**config.mk**
```make
export PLATFORM = sky130hd
export DESIGN_NAME = lcso_exec
export DESIGN_NICKNAME = d
export VERILOG_FILES = /design/src/verilog/lcso_pkg.sv /design/src/verilog/lcso_ea_gen.sv /design/src/verilog/lcso_exec.sv
export SDC_FILE = /design/constraint.sdc
export NUM_CORES = 1
export LEC_CHECK = 0
export BUFFER_PORTS_ARGS = -buffer_cell sky130_fd_sc_hd__buf_4
export CAP_MARGIN = 20
export CELL_PAD_IN_SITES_DETAIL_PLACEMENT = 0
export CELL_PAD_IN_SITES_GLOBAL_PLACEMENT = 1
export CORE_AREA = 4 4 305 307
export DETAILED_ROUTE_END_ITERATION = 10
export DIE_AREA = 0 0 309 311
export PLACE_DENSITY_LB_ADDON = 0.1
export SYNTH_ARGS = -nofsm -noshare
export SYNTH_HDL_FRONTEND = slang
export SYNTH_SLANG_ARGS = --single-unit
```
**constraint.sdc**
```tcl
create_clock -name mclk_in -period 17.35 [get_ports mclk_in]
set_input_delay 3.47 -clock mclk_in [delete_from_list [all_inputs] [get_ports mclk_in]]
set_output_delay 3.47 -clock mclk_in [all_outputs]
set_load 0.01 [all_outputs]
```
**src/verilog/lcso_pkg.sv**
```systemverilog
`default_nettype none
package lcso_pkg;
   // operation selected by the issue stage
   typedef enum logic [2:0]
   {
      LCSO_KIND_FSUBS = 3'h0,
      LCSO_KIND_ICBI  = 3'h1,
      LCSO_KIND_ISYNC = 3'h2,
      LCSO_KIND_LBZ   = 3'h3,
      LCSO_KIND_LFD   = 3'h4
   } lcso_kind_t;

   // gray along idle -> mem -> update, and idle -> sync; idle -> fadd / icbi change more than one bit
   typedef enum logic [2:0]
   {
      LCSO_ST_IDLE = 3'h0,
      LCSO_ST_MEM  = 3'h1,
      LCSO_ST_UPD  = 3'h3,
      LCSO_ST_SYNC = 3'h2,
      LCSO_ST_FADD = 3'h6,
      LCSO_ST_ICBI = 3'h7
   } lcso_state_t;

   localparam int GPR_W      = 32;
   localparam int FPR_W      = 64;
   localparam int REGSEL_W   = 5;
   localparam int DISP_W     = 16;
   localparam int BYTE_W     = 8;
   localparam int CLASS_W    = 5;
   localparam int COND_W     = 4;
   localparam int FP_SIGN    = 63;

   // fp_status_control field positions
   localparam int FS_ANY_EXC  = 31;
   localparam int FS_ENA_EXC  = 30;
   localparam int FS_INVALID  = 29;
   localparam int FS_OVERFLOW = 28;
   localparam int FS_UNDERFLW = 27;
   localparam int FS_INEXACT  = 25;
   localparam int FS_SNAN_INV = 24;
   localparam int FS_ISI_INV  = 23;
   localparam int FS_ROUND_UP = 17;
   localparam int FS_INEX_NOW = 16;
   localparam int FS_CLASS_LO = 11;
   localparam int FS_INV_EN   = 7;
   localparam int FS_OVF_EN   = 6;
   localparam int FS_UNF_EN   = 5;
   localparam int FS_INX_EN   = 3;
   localparam logic [31:0] FS_RESET = 32'h0000_0000;

   // instruction cache geometry: set index taken from the effective address
   localparam int SET_LSB = 5;
   localparam int SET_W   = 7;

   // implementation options
   localparam logic UNIFIED_CACHE = 1'b0;
   localparam logic MP_CAPABLE    = 1'b1;
endpackage : lcso_pkg
`default_nettype wire

```
**src/verilog/lcso_ea_gen.sv**
```systemverilog
`timescale 1ns/100ps
`default_nettype none
module lcso_ea_gen
(
   input  wire logic [4:0]  base_field_in,
   input  wire logic [31:0] base_value_in,
   input  wire logic [31:0] index_value_in,
   input  wire logic [15:0] disp_in,
   input  wire logic        indexed_in,
   input  wire logic        update_in,
   output logic      [31:0] ea_out
);
   import lcso_pkg::*;

   logic [31:0] base_term;
   logic [31:0] offset_term;

   always_comb
   begin
      // zero replaces the base only for non-update forms
      base_term   = (!update_in && base_field_in == 5'h00) ? 32'h0000_0000 : base_value_in;
      offset_term = indexed_in ? index_value_in
                               : {{(GPR_W - DISP_W){disp_in[DISP_W-1]}}, disp_in};
      ea_out      = base_term + offset_term;
   end
endmodule : lcso_ea_gen
`default_nettype wire

```
**src/verilog/lcso_exec.sv**
```systemverilog
`timescale 1ns/100ps
`default_nettype none
module lcso_exec
(
   input  wire logic                 mclk_in,
   input  wire logic                 rst_in,
   // issue
   input  wire logic                 op_valid_in,
   input  wire lcso_pkg::lcso_kind_t op_kind_in,
   input  wire logic                 update_in,
   input  wire logic                 indexed_in,
   input  wire logic                 record_bit_in,
   input  wire logic [4:0]           target_in,
   input  wire logic [4:0]           base_gpr_in,
   input  wire logic [15:0]          disp_in,
   input  wire logic [31:0]          base_value_in,
   input  wire logic [31:0]          index_value_in,
   input  wire logic [63:0]          fp_source_a_in,
   input  wire logic [63:0]          fp_source_b_in,
   input  wire logic                 ctx_event_in,
   input  wire logic                 earlier_done_in,
   output logic                      issue_ready_out,
   output logic                      stall_out,
   output logic                      flush_out,
   output logic                      invalid_form_out,
   // shared adder
   output logic                      fp_add_req_out,
   output logic [63:0]               fp_add_a_out,
   output logic [63:0]               fp_add_b_out,
   input  wire logic                 fp_add_done_in,
   input  wire logic [63:0]          fp_add_result_in,
   input  wire logic [4:0]           fp_add_class_in,
   input  wire logic                 fp_add_rounded_in,
   input  wire logic                 fp_add_inexact_in,
   input  wire logic                 fp_add_overflow_in,
   input  wire logic                 fp_add_underflow_in,
   input  wire logic                 fp_add_snan_in,
   input  wire logic                 fp_add_isi_in,
   // status and condition
   input  wire logic                 fp_status_load_in,
   input  wire logic [31:0]          fp_status_data_in,
   output logic [31:0]               fp_status_control_out,
   output logic                      fp_condition_we_out,
   output logic [3:0]                fp_condition_field_out,
   // memory
   output logic                      mem_req_out,
   output logic                      mem_double_out,
   output logic [31:0]               mem_addr_out,
   input  wire logic                 mem_ack_in,
   input  wire logic [63:0]          mem_data_in,
   // translation and cache maintenance
   output logic                      xlate_req_out,
   output logic [31:0]               xlate_addr_out,
   input  wire logic                 xlate_done_in,
   input  wire logic                 xlate_fault_in,
   input  wire logic                 coherency_required_in,
   output logic                      access_fault_out,
   output logic                      icache_inval_out,
   output logic [6:0]                icache_set_out,
   output logic                      bcast_inval_out,
   output logic [31:0]               bcast_addr_out,
   // register write ports
   output logic                      gpr_we_out,
   output logic [4:0]                gpr_addr_out,
   output logic [31:0]               gpr_data_out,
   output logic                      fpr_we_out,
   output logic [4:0]                fpr_addr_out,
   output logic [63:0]               fpr_data_out
);
   import lcso_pkg::*;

   lcso_state_t state_reg;
   lcso_state_t state_next;
   logic [31:0] ea;
   logic [31:0] ea_reg;
   logic [4:0]  target_reg;
   logic [4:0]  base_reg;
   logic        update_reg;
   logic        double_reg;
   logic        record_reg;
   logic        form_bad;
   logic        issue;
   logic        inv_trap;
   logic [31:0] status_next;

   lcso_ea_gen u_ea
   (
      .base_field_in  (base_gpr_in),
      .base_value_in  (base_value_in),
      .index_value_in (index_value_in),
      .disp_in        (disp_in),
      .indexed_in     (indexed_in),
      .update_in      (update_in),
      .ea_out         (ea)
   );

   assign issue = op_valid_in && state_reg == LCSO_ST_IDLE;

   always_comb
   begin
      form_bad = 1'b0;
      if (update_in && op_kind_in == LCSO_KIND_LBZ)
         form_bad = (base_gpr_in == 5'h00) || (base_gpr_in == target_in);
      else if (update_in && op_kind_in == LCSO_KIND_LFD)
         form_bad = (base_gpr_in == 5'h00);
   end

   // invalid exception with its trap enabled suppresses the result
   assign inv_trap = (fp_add_snan_in || fp_add_isi_in) && fp_status_control_out[FS_INV_EN];

   always_comb
   begin
      state_next = state_reg;
      case (state_reg)
         LCSO_ST_IDLE:
         begin
            if (ctx_event_in)
               state_next = LCSO_ST_SYNC;
            else if (op_valid_in && !form_bad)
            begin
               case (op_kind_in)
                  LCSO_KIND_FSUBS: state_next = LCSO_ST_FADD;
                  LCSO_KIND_ICBI:  state_next = LCSO_ST_ICBI;
                  LCSO_KIND_ISYNC: state_next = LCSO_ST_SYNC;
                  LCSO_KIND_LBZ:   state_next = LCSO_ST_MEM;
                  LCSO_KIND_LFD:   state_next = LCSO_ST_MEM;
                  default:         state_next = LCSO_ST_IDLE;
               endcase
            end
         end
         LCSO_ST_MEM:
            if (mem_ack_in)
               state_next = update_reg ? LCSO_ST_UPD : LCSO_ST_IDLE;
         LCSO_ST_UPD:
            state_next = LCSO_ST_IDLE;
         LCSO_ST_SYNC:
            if (earlier_done_in)
               state_next = LCSO_ST_IDLE;
         LCSO_ST_FADD:
            if (fp_add_done_in)
               state_next = LCSO_ST_IDLE;
         LCSO_ST_ICBI:
            if (xlate_done_in)
               state_next = LCSO_ST_IDLE;
         default:
            state_next = LCSO_ST_IDLE;
      endcase
   end

   always_ff @(posedge mclk_in or posedge rst_in)
   begin
      if (rst_in)
         state_reg <= LCSO_ST_IDLE;
      else
         state_reg <= state_next;
   end

   // issue-time capture
   always_ff @(posedge mclk_in or posedge rst_in)
   begin
      if (rst_in)
      begin
         ea_reg     <= 32'h0000_0000;
         target_reg <= 5'h00;
         base_reg   <= 5'h00;
         update_reg <= 1'b0;
         double_reg <= 1'b0;
         record_reg <= 1'b0;
      end
      else if (issue)
      begin
         ea_reg     <= ea;
         target_reg <= target_in;
         base_reg   <= base_gpr_in;
         update_reg <= update_in;
         double_reg <= (op_kind_in == LCSO_KIND_LFD);
         record_reg <= record_bit_in;
      end
   end

   // pipeline control: nothing later starts while busy
   always_ff @(posedge mclk_in or posedge rst_in)
   begin
      if (rst_in)
      begin
         issue_ready_out  <= 1'b0;
         stall_out        <= 1'b0;
         flush_out        <= 1'b0;
         invalid_form_out <= 1'b0;
      end
      else
      begin
         issue_ready_out  <= (state_next == LCSO_ST_IDLE);
         stall_out        <= (state_next == LCSO_ST_SYNC);
         // flush only, no bus traffic from a synchronize
         flush_out        <= (state_reg == LCSO_ST_SYNC) && earlier_done_in;
         invalid_form_out <= issue && !ctx_event_in && form_bad;
      end
   end

   // memory access for loads
   always_ff @(posedge mclk_in or posedge rst_in)
   begin
      if (rst_in)
      begin
         mem_req_out    <= 1'b0;
         mem_double_out <= 1'b0;
         mem_addr_out   <= 32'h0000_0000;
      end
      else if (state_reg == LCSO_ST_IDLE && state_next == LCSO_ST_MEM)
      begin
         mem_req_out    <= 1'b1;
         mem_double_out <= (op_kind_in == LCSO_KIND_LFD);
         mem_addr_out   <= ea;
      end
      else if (mem_ack_in)
         mem_req_out <= 1'b0;
   end

   // general register writes: byte data, then base update
   always_ff @(posedge mclk_in or posedge rst_in)
   begin
      if (rst_in)
      begin
         gpr_we_out   <= 1'b0;
         gpr_addr_out <= 5'h00;
         gpr_data_out <= 32'h0000_0000;
      end
      else if (state_reg == LCSO_ST_MEM && mem_ack_in && !double_reg)
      begin
         gpr_we_out   <= 1'b1;
         gpr_addr_out <= target_reg;
         gpr_data_out <= {{(GPR_W - BYTE_W){1'b0}}, mem_data_in[BYTE_W-1:0]};
      end
      else if (state_reg == LCSO_ST_UPD)
      begin
         gpr_we_out   <= 1'b1;
         gpr_addr_out <= base_reg;
         gpr_data_out <= ea_reg;
      end
      else
         gpr_we_out <= 1'b0;
   end

   // floating register writes: doubleword load or subtract result
   always_ff @(posedge mclk_in or posedge rst_in)
   begin
      if (rst_in)
      begin
         fpr_we_out   <= 1'b0;
         fpr_addr_out <= 5'h00;
         fpr_data_out <= 64'h0000_0000_0000_0000;
      end
      else if (state_reg == LCSO_ST_MEM && mem_ack_in && double_reg)
      begin
         fpr_we_out   <= 1'b1;
         fpr_addr_out <= target_reg;
         fpr_data_out <= mem_data_in;
      end
      else if (state_reg == LCSO_ST_FADD && fp_add_done_in && !inv_trap)
      begin
         fpr_we_out   <= 1'b1;
         fpr_addr_out <= target_reg;
         fpr_data_out <= fp_add_result_in;
      end
      else
         fpr_we_out <= 1'b0;
   end

   // operands to the shared add unit
   always_ff @(posedge mclk_in or posedge rst_in)
   begin
      if (rst_in)
      begin
         fp_add_req_out <= 1'b0;
         fp_add_a_out   <= 64'h0000_0000_0000_0000;
         fp_add_b_out   <= 64'h0000_0000_0000_0000;
      end
      else if (state_reg == LCSO_ST_IDLE && state_next == LCSO_ST_FADD)
      begin
         fp_add_req_out <= 1'b1;
         fp_add_a_out   <= fp_source_a_in;
         fp_add_b_out   <= {~fp_source_b_in[FP_SIGN], fp_source_b_in[FP_SIGN-1:0]};
      end
      else if (fp_add_done_in)
         fp_add_req_out <= 1'b0;
   end

   // status update; a software load is overridden by same-cycle hardware sets
   always_comb
   begin
      status_next = fp_status_load_in ? fp_status_data_in : fp_status_control_out;
      if (state_reg == LCSO_ST_FADD && fp_add_done_in)
      begin
         status_next[FS_ROUND_UP] = fp_add_rounded_in;
         status_next[FS_INEX_NOW] = fp_add_inexact_in;
         status_next[FS_OVERFLOW] = status_next[FS_OVERFLOW] | fp_add_overflow_in;
         status_next[FS_UNDERFLW] = status_next[FS_UNDERFLW] | fp_add_underflow_in;
         status_next[FS_INEXACT]  = status_next[FS_INEXACT] | fp_add_inexact_in;
         status_next[FS_SNAN_INV] = status_next[FS_SNAN_INV] | fp_add_snan_in;
         status_next[FS_ISI_INV]  = status_next[FS_ISI_INV] | fp_add_isi_in;
         if (!inv_trap)
            status_next[FS_CLASS_LO +: CLASS_W] = fp_add_class_in;
         // summary: newly raised exception bit
         if ((fp_add_overflow_in && !fp_status_control_out[FS_OVERFLOW])
             || (fp_add_underflow_in && !fp_status_control_out[FS_UNDERFLW])
             || (fp_add_inexact_in && !fp_status_control_out[FS_INEXACT])
             || (fp_add_snan_in && !fp_status_control_out[FS_SNAN_INV])
             || (fp_add_isi_in && !fp_status_control_out[FS_ISI_INV]))
            status_next[FS_ANY_EXC] = 1'b1;
      end
      status_next[FS_INVALID] = status_next[FS_SNAN_INV] | status_next[FS_ISI_INV];
      status_next[FS_ENA_EXC] = (status_next[FS_INVALID] & status_next[FS_INV_EN])
                              | (status_next[FS_OVERFLOW] & status_next[FS_OVF_EN])
                              | (status_next[FS_UNDERFLW] & status_next[FS_UNF_EN])
                              | (status_next[FS_INEXACT] & status_next[FS_INX_EN]);
   end

   always_ff @(posedge mclk_in or posedge rst_in)
   begin
      if (rst_in)
         fp_status_control_out <= FS_RESET;
      else
         fp_status_control_out <= status_next;
   end

   always_ff @(posedge mclk_in or posedge rst_in)
   begin
      if (rst_in)
      begin
         fp_condition_we_out    <= 1'b0;
         fp_condition_field_out <= 4'h0;
      end
      else if (state_reg == LCSO_ST_FADD && fp_add_done_in && record_reg)
      begin
         fp_condition_we_out    <= 1'b1;
         fp_condition_field_out <= {status_next[FS_ANY_EXC], status_next[FS_ENA_EXC],
                                    status_next[FS_INVALID], status_next[FS_OVERFLOW]};
      end
      else
         fp_condition_we_out <= 1'b0;
   end

   // block invalidation: translate as a byte load first
   always_ff @(posedge mclk_in or posedge rst_in)
   begin
      if (rst_in)
      begin
         xlate_req_out  <= 1'b0;
         xlate_addr_out <= 32'h0000_0000;
      end
      else if (state_reg == LCSO_ST_IDLE && state_next == LCSO_ST_ICBI)
      begin
         xlate_req_out  <= 1'b1;
         xlate_addr_out <= ea;
      end
      else if (xlate_done_in)
         xlate_req_out <= 1'b0;
   end

   // cache attributes other than coherency are not looked at
   always_ff @(posedge mclk_in or posedge rst_in)
   begin
      if (rst_in)
      begin
         access_fault_out <= 1'b0;
         icache_inval_out <= 1'b0;
         icache_set_out   <= 7'h00;
         bcast_inval_out  <= 1'b0;
         bcast_addr_out   <= 32'h0000_0000;
      end
      else if (state_reg == LCSO_ST_ICBI && xlate_done_in)
      begin
         access_fault_out <= xlate_fault_in;
         icache_inval_out <= !xlate_fault_in && !UNIFIED_CACHE;
         icache_set_out   <= ea_reg[SET_LSB +: SET_W];
         bcast_inval_out  <= !xlate_fault_in && coherency_required_in && MP_CAPABLE;
         bcast_addr_out   <= ea_reg;
      end
      else
      begin
         access_fault_out <= 1'b0;
         icache_inval_out <= 1'b0;
         bcast_inval_out  <= 1'b0;
      end
   end
endmodule : lcso_exec
`default_nettype wire

```
After elaboration in Yosys (flattened, before gate mapping)
Cells that the tools add are included.
{"block": "totals", "ram_bits": 0, "latch_bits": 0, "romBits": 0, "out_inout_bits": 387, "wordCells": 159, "in_bits": 406, "mem_count": 0, "regBits": 435}
{"block": "classes", "n_shift": 0, "reduce_logical": 53, "mul": 0, "mux": 42, "n_lt_le_gt_ge": 0, "bitwise_logic": 14, "eq_ne": 14, "div_mod_pow": 0, "n_addsub": 1}
{"op": "$mux 32", "n": 5}
{"op": "$mux 64", "n": 2}
{"op": "$add 32x32->32", "n": 1}
{"op": "$logic_and 1x1->1", "n": 25}
{"op": "$mux 5", "n": 5}
{"op": "$mux 3", "n": 7}
{"op": "$mux 1", "n": 18}
{"op": "$eq 3x2->1 const B", "n": 5}
{"op": "$eq 3x3->1 const B", "n": 5}
{"op": "$pmux 3 s5", "n": 1}
{"op": "$pmux 3 s4", "n": 1}
{"op": "$reduce_bool 2->1", "n": 6}
{"op": "$logic_not 1->1", "n": 11}
{"op": "$eq 3x1->1 const B", "n": 3}
{"op": "$logic_not 3->1", "n": 3}
{"op": "$or 1x1->1", "n": 9}
{"op": "$mux 7", "n": 1}
{"op": "$logic_or 1x1->1", "n": 6}
{"op": "$eq 5x5->1", "n": 1}
{"op": "$logic_not 5->1", "n": 1}
{"op": "$and 1x1->1", "n": 4}
{"op": "$mux 2", "n": 2}
{"op": "$reduce_or 2->1", "n": 1}
{"op": "$not 1->1", "n": 1}

Logic depth before layout (Yosys ltp)
{"block": "depth", "word_depth": 12, "ltp_mapped": 15, "ltp_nobuf": 14}

Hierarchy
A second synthesis with hierarchy kept.
{"block": "hier_totals", "hier_cells": 1650, "area_unflattened_um2": 19847.8}
{"module": "lcso_exec", "area_each_um2": 17584.4, "n_inst": 1, "seq_area_each_um2": 10710.3, "cells_per_inst": 1323}
{"module": "lcso_ea_gen", "area_each_um2": 2263.4, "n_inst": 1, "seq_area_each_um2": 0.0, "cells_per_inst": 327}

Least setup slack after synthesis
Ideal clock, no wire load.
{"block": "synth_path", "path_kind": "in2reg", "from": "input port base_gpr_in[3]", "to": "register mem_addr_out[22]", "required_time_ps": 17225, "cell_stages": 15, "path_buffers": 1, "arrival_time_ps": 6521, "setup_time_ps": 125, "path_slack_ps": 10704, "path_cell_list": "nor3_1 > nand2_1 > nor2_1 > clkbuf_1 > nor2b_1 > ha_1 > fa_1 > a211oi_1 > o21ai_0 > o21a_1 > o211ai_1 > a31oi_1 > nor4_1 > a311oi_1 > mux2_2"}
{"block": "synth_between", "elab_chain_cells": 10, "elab_cells_between_ends": 15}
{"element": "start: declaration", "line_no": "lcso_exec.sv:14", "rtl": "input wire logic [4:0] base_gpr_in,"}
{"element": "parallel branches: the longest is 10 deep, another holds $add 32x32->32"}
{"element": "end signal: assignment", "line_no": "lcso_exec.sv:208", "rtl": "mem_addr_out <= 32'h0000_0000;"}
{"element": "end signal: assignment", "line_no": "lcso_exec.sv:214", "rtl": "mem_addr_out <= ea;"}
{"element": "end: declaration", "line_no": "lcso_exec.sv:48", "rtl": "output logic [31:0] mem_addr_out,"}
Several ways; the timed one is not identified.
A chain may end at the register's enable or synchronous reset.

Worst setup path in the final report
{"block": "layout_path", "from": "input port base_gpr_in[3]", "to": "register xlate_addr_out[30]"}
{"block": "layout_between", "elab_chain_cells": 10, "elab_cells_between_ends": 15}
{"element": "parallel branches: the longest is 10 deep, another holds $add 32x32->32"}
{"element": "end signal: assignment", "line_no": "lcso_exec.sv:350", "rtl": "xlate_addr_out <= 32'h0000_0000;"}
{"element": "end signal: assignment", "line_no": "lcso_exec.sv:355", "rtl": "xlate_addr_out <= ea;"}
{"element": "end: declaration", "line_no": "lcso_exec.sv:53", "rtl": "output logic [31:0] xlate_addr_out,"}
Several ways; the timed one is not identified.

==> run metrics <==
Max Slew Vio Count=0; first-pass GRT wire length=132000 um; number of global-route vias before repair=16700; DR iter-0 viols=688; Synth top area share=55.1%; Seq/Total Area, Yosys=55.1%; routability cong.=0.810; initial core utilization=21.6%; max cap viols=0; largest registers=fp_add_a_out x64, fp_add_b_out x64, fpr_data_out x64; YS warnings=0; ys flop type=dfrtp_1; share of cells above drive strength 1=48.2%; sw frac=34.1%; combinational share of power=36.8%; root buffer cell=clkbuf_16; critical path fanouts, max=31; pwr dens=152 nW/um2; switching pwr=0.00147 W; chip width=309 um; Worst Setup Start Kind=primary input; drt wl/cell=26.3 um; Gate Count Post-Synth=1615; CTS tree=done; EDFF count, synth=0; clock sink count=428; Boundary Pins=793; critical path cell sequence=buf_4 -> nor3_1 -> nand2_1 -> nor2_4 -> nor2b_1 -> ha_1 -> fa_1 -> a211oi_1 -> o21ai_0 -> o21a_1 -> o21ai_0 -> o211ai_1 -> nand2_1 -> o311ai_0 -> mux2_2; Int Pwr=0.00285 W; Core Box Area=90000 um2; number of H-tree levels=2; most area-hungry cell type in the Yosys netlist=dfrtp_1; slowest CP cell=nor2_4; gr usage total=19.0%; via count=15600; CTS max path bufs=3; Post-CTS Setup Inserts=0; crit path DAT=8.17 ns; Post-synth ARST share=100%; RSZ-0062 raised after global routing=no; Mapped Avg Cell Area=12.0 um2; crit-path max cell delay=0.70 ns; die area=96100 um2; post-cts sizing count=0; synth top area cells=dfrtp_1 (55%), mux2_2 (9.2%), mux2_4 (7.5%), mux2i_1 (4.3%), nand2_1 (3.6%); Tightest Pin Transition=1.17 ns; Post-layout nets=2821; min Tclk post-route=7.68 ns; Crit path buffers/inverters=1; Area Growth Syn to Fin=45.6%; IO buf count=790; worst hold path type=flop to flop; final setup fails=0; area of the mapped netlist=19400 um2; dpl cells=3504; Layout Cells excl Fill=3610; part of the power in the clock network=25.7%; DP HPWL=75200 um; fmax=0.130 GHz; clk slew on worst S/H paths=0.06 ns; final WL=94900 um; pin count of the biggest net entering global routing=135; setup TNS=0 ns; Worst VDD drop=0.0661 mV; ANT nets after route=0; CTS hold repair buffers=0; status=finished, final reports clean; Inserted Clock Buffers=53; initial antenna violation count=26; Synthesized Nets=2053; #FFs+latches synth=428; leak pwr=14.6 nW; Yosys cell types=66; crit path capture type=flop; Multi-input gate area=8140 um2; final period utilization=44.3%; die height=311 um; Post-route DRC=0; Vias per Instance=4.32; kind of critical path=primary input to flop; final hold vios=0; worst-skew pair later-pin latency=0.61 ns; Worst Skew=0.0199 ns; grt ovf=0; Reg area=10700 um2; Sequential Power Share=37.5%; drt first pass iters=5; FP Rows=110; Max-slew headroom=22.0%; Worst path top cell family by delay=compound AO/OA/AOI/OAI gates; # fillers=9419; CP required=17.84 ns
[per-layer routing]
layer	wire, um	global-route usage [%]	up-vias
li1	-	-	7175
met1	35200	20.6	7803
met2	49800	35.3	500
met3	7960	6.55	119
met4	1880	4.35	8
met5	54	0	-
[per-stage QoR]
stage	setup WS, ns	total power, W	cell area (um2)	hold WS, ns	utilization, %
6_report	9.67	0.00432	28300	0.469	31.5
5_1_grt	9.26	0.00457	28300	0.504	31.4
4_1_cts	9.54	0.00441	28300	0.474	31.4
3_5_place_dp	8.90	0.00326	26600	0.468	29.5
3_3_place_gp	8.96	0.00325	26500	0.463	29.5
2_1_floorplan	1.96	0.00230	19400	0.463	-
[power groups by stage]
stage | combinational (W) | clock, W | sequential, W
after floorplan | 0.000560 | 0 | 0.00174
after global placement | 0.00163 | 0 | 0.00162
after detailed placement | 0.00163 | 0 | 0.00164
after CTS | 0.00163 | 0.00116 | 0.00162
after global routing | 0.00171 | 0.00119 | 0.00167
final | 0.00159 | 0.00111 | 0.00162
[synthesized netlist by cell type (all sizes together), types with 3 or more instances]
cell type and instances:
nor2 104, buf 52, xnor2 17, nor2b 37
o21a 4, a21o 12, mux2 258, and3 3
ha 31, o21ai 59, nand4 6, dfrtp 428
nand2 189, a221o 4, nor3 10, o211ai 11
a311oi 3, nand3 15, a211oi 4, nand2b 9
nor4 7, inv 34, o21bai 3, xor2 15
mux2i 83, a22oi 13, a31oi 7, and2 3
a21oi 121, clkbuf 45
[worst register-to-register path: cells and delay by family, from the launching register on]
kind	cells	cell delay [ns]
multiplexers	1	0.45
flip-flops	1	0.48
buffers and inverters	3	1.95
AND/OR/NAND/NOR	4	0.49
[final timing paths]
| check | depth (start not counted) | endpoint | start | slack [ns] |
|---|---|---|---|---|
| setup / recovery | 15 | xlate_addr_out[30] | base_gpr_in[3] | 9.67 |
| hold / removal | 2 | fpr_addr_out[0] | fpr_addr_out[0] | 0.47 |
| setup reg to reg | 8 | fp_add_b_out[23] | state_reg[2] | 13.88 |
| hold reg to reg | 2 | fpr_addr_out[0] | fpr_addr_out[0] | 0.47 |
| max in group asynchronous | 4 | ea_reg[19] | rst_in | 11.96 |
| min in group asynchronous | 2 | fp_status_control_out[19] | rst_in | 3.00 |
[cells in the final DEF, fill, tap and decap left out, types with 8 or more instances in the layout]
master / count
ha_1: 31
a22oi_1: 13
mux2_2: 159
o21ai_0: 56
xnor2_1: 17
clkbuf_1: 16
buf_4: 808
clkbuf_8: 15
a21o_1: 11
clkbuf_16: 53
mux2i_1: 83
nand2_1: 187
nor3_1: 9
o211ai_1: 9
mux2_4: 97
a21oi_1: 121
nor2b_1: 37
xor2_1: 15
nor2_1: 101
nand2b_1: 8
inv_1: 32
diode_2: 9
nand3_1: 15
dfrtp_1: 428
[final cells by class]
class	instances	share of cell area, %
Antenna cell	9	0.0795
Inverter	34	0.477
Sequential cell	428	37.8
Clock inverter	13	0.460
Tap cell	1176	5.20
Clock buffer	84	5.63
Timing Repair Buffer	810	21.6
Multi-Input combinational cell	1056	28.7
[kinds of logic (layout without fill, tap and decap cells)]
group	count (synthesis)	after routing	share of synthesized area (%)
AO/OA/AOI/OAI	260	260	8.18
buffers and inverters	131	941	3.25
AND/OR/NAND/NOR	391	391	8.87
other	0	9	0
multiplexers	341	341	21.1
XOR/XNOR	32	32	1.44
flip-flops	428	428	55.1
adder cells (fa/ha/maj)	32	32	2.10
No activity file was read; power rests on OpenSTA's default activity.
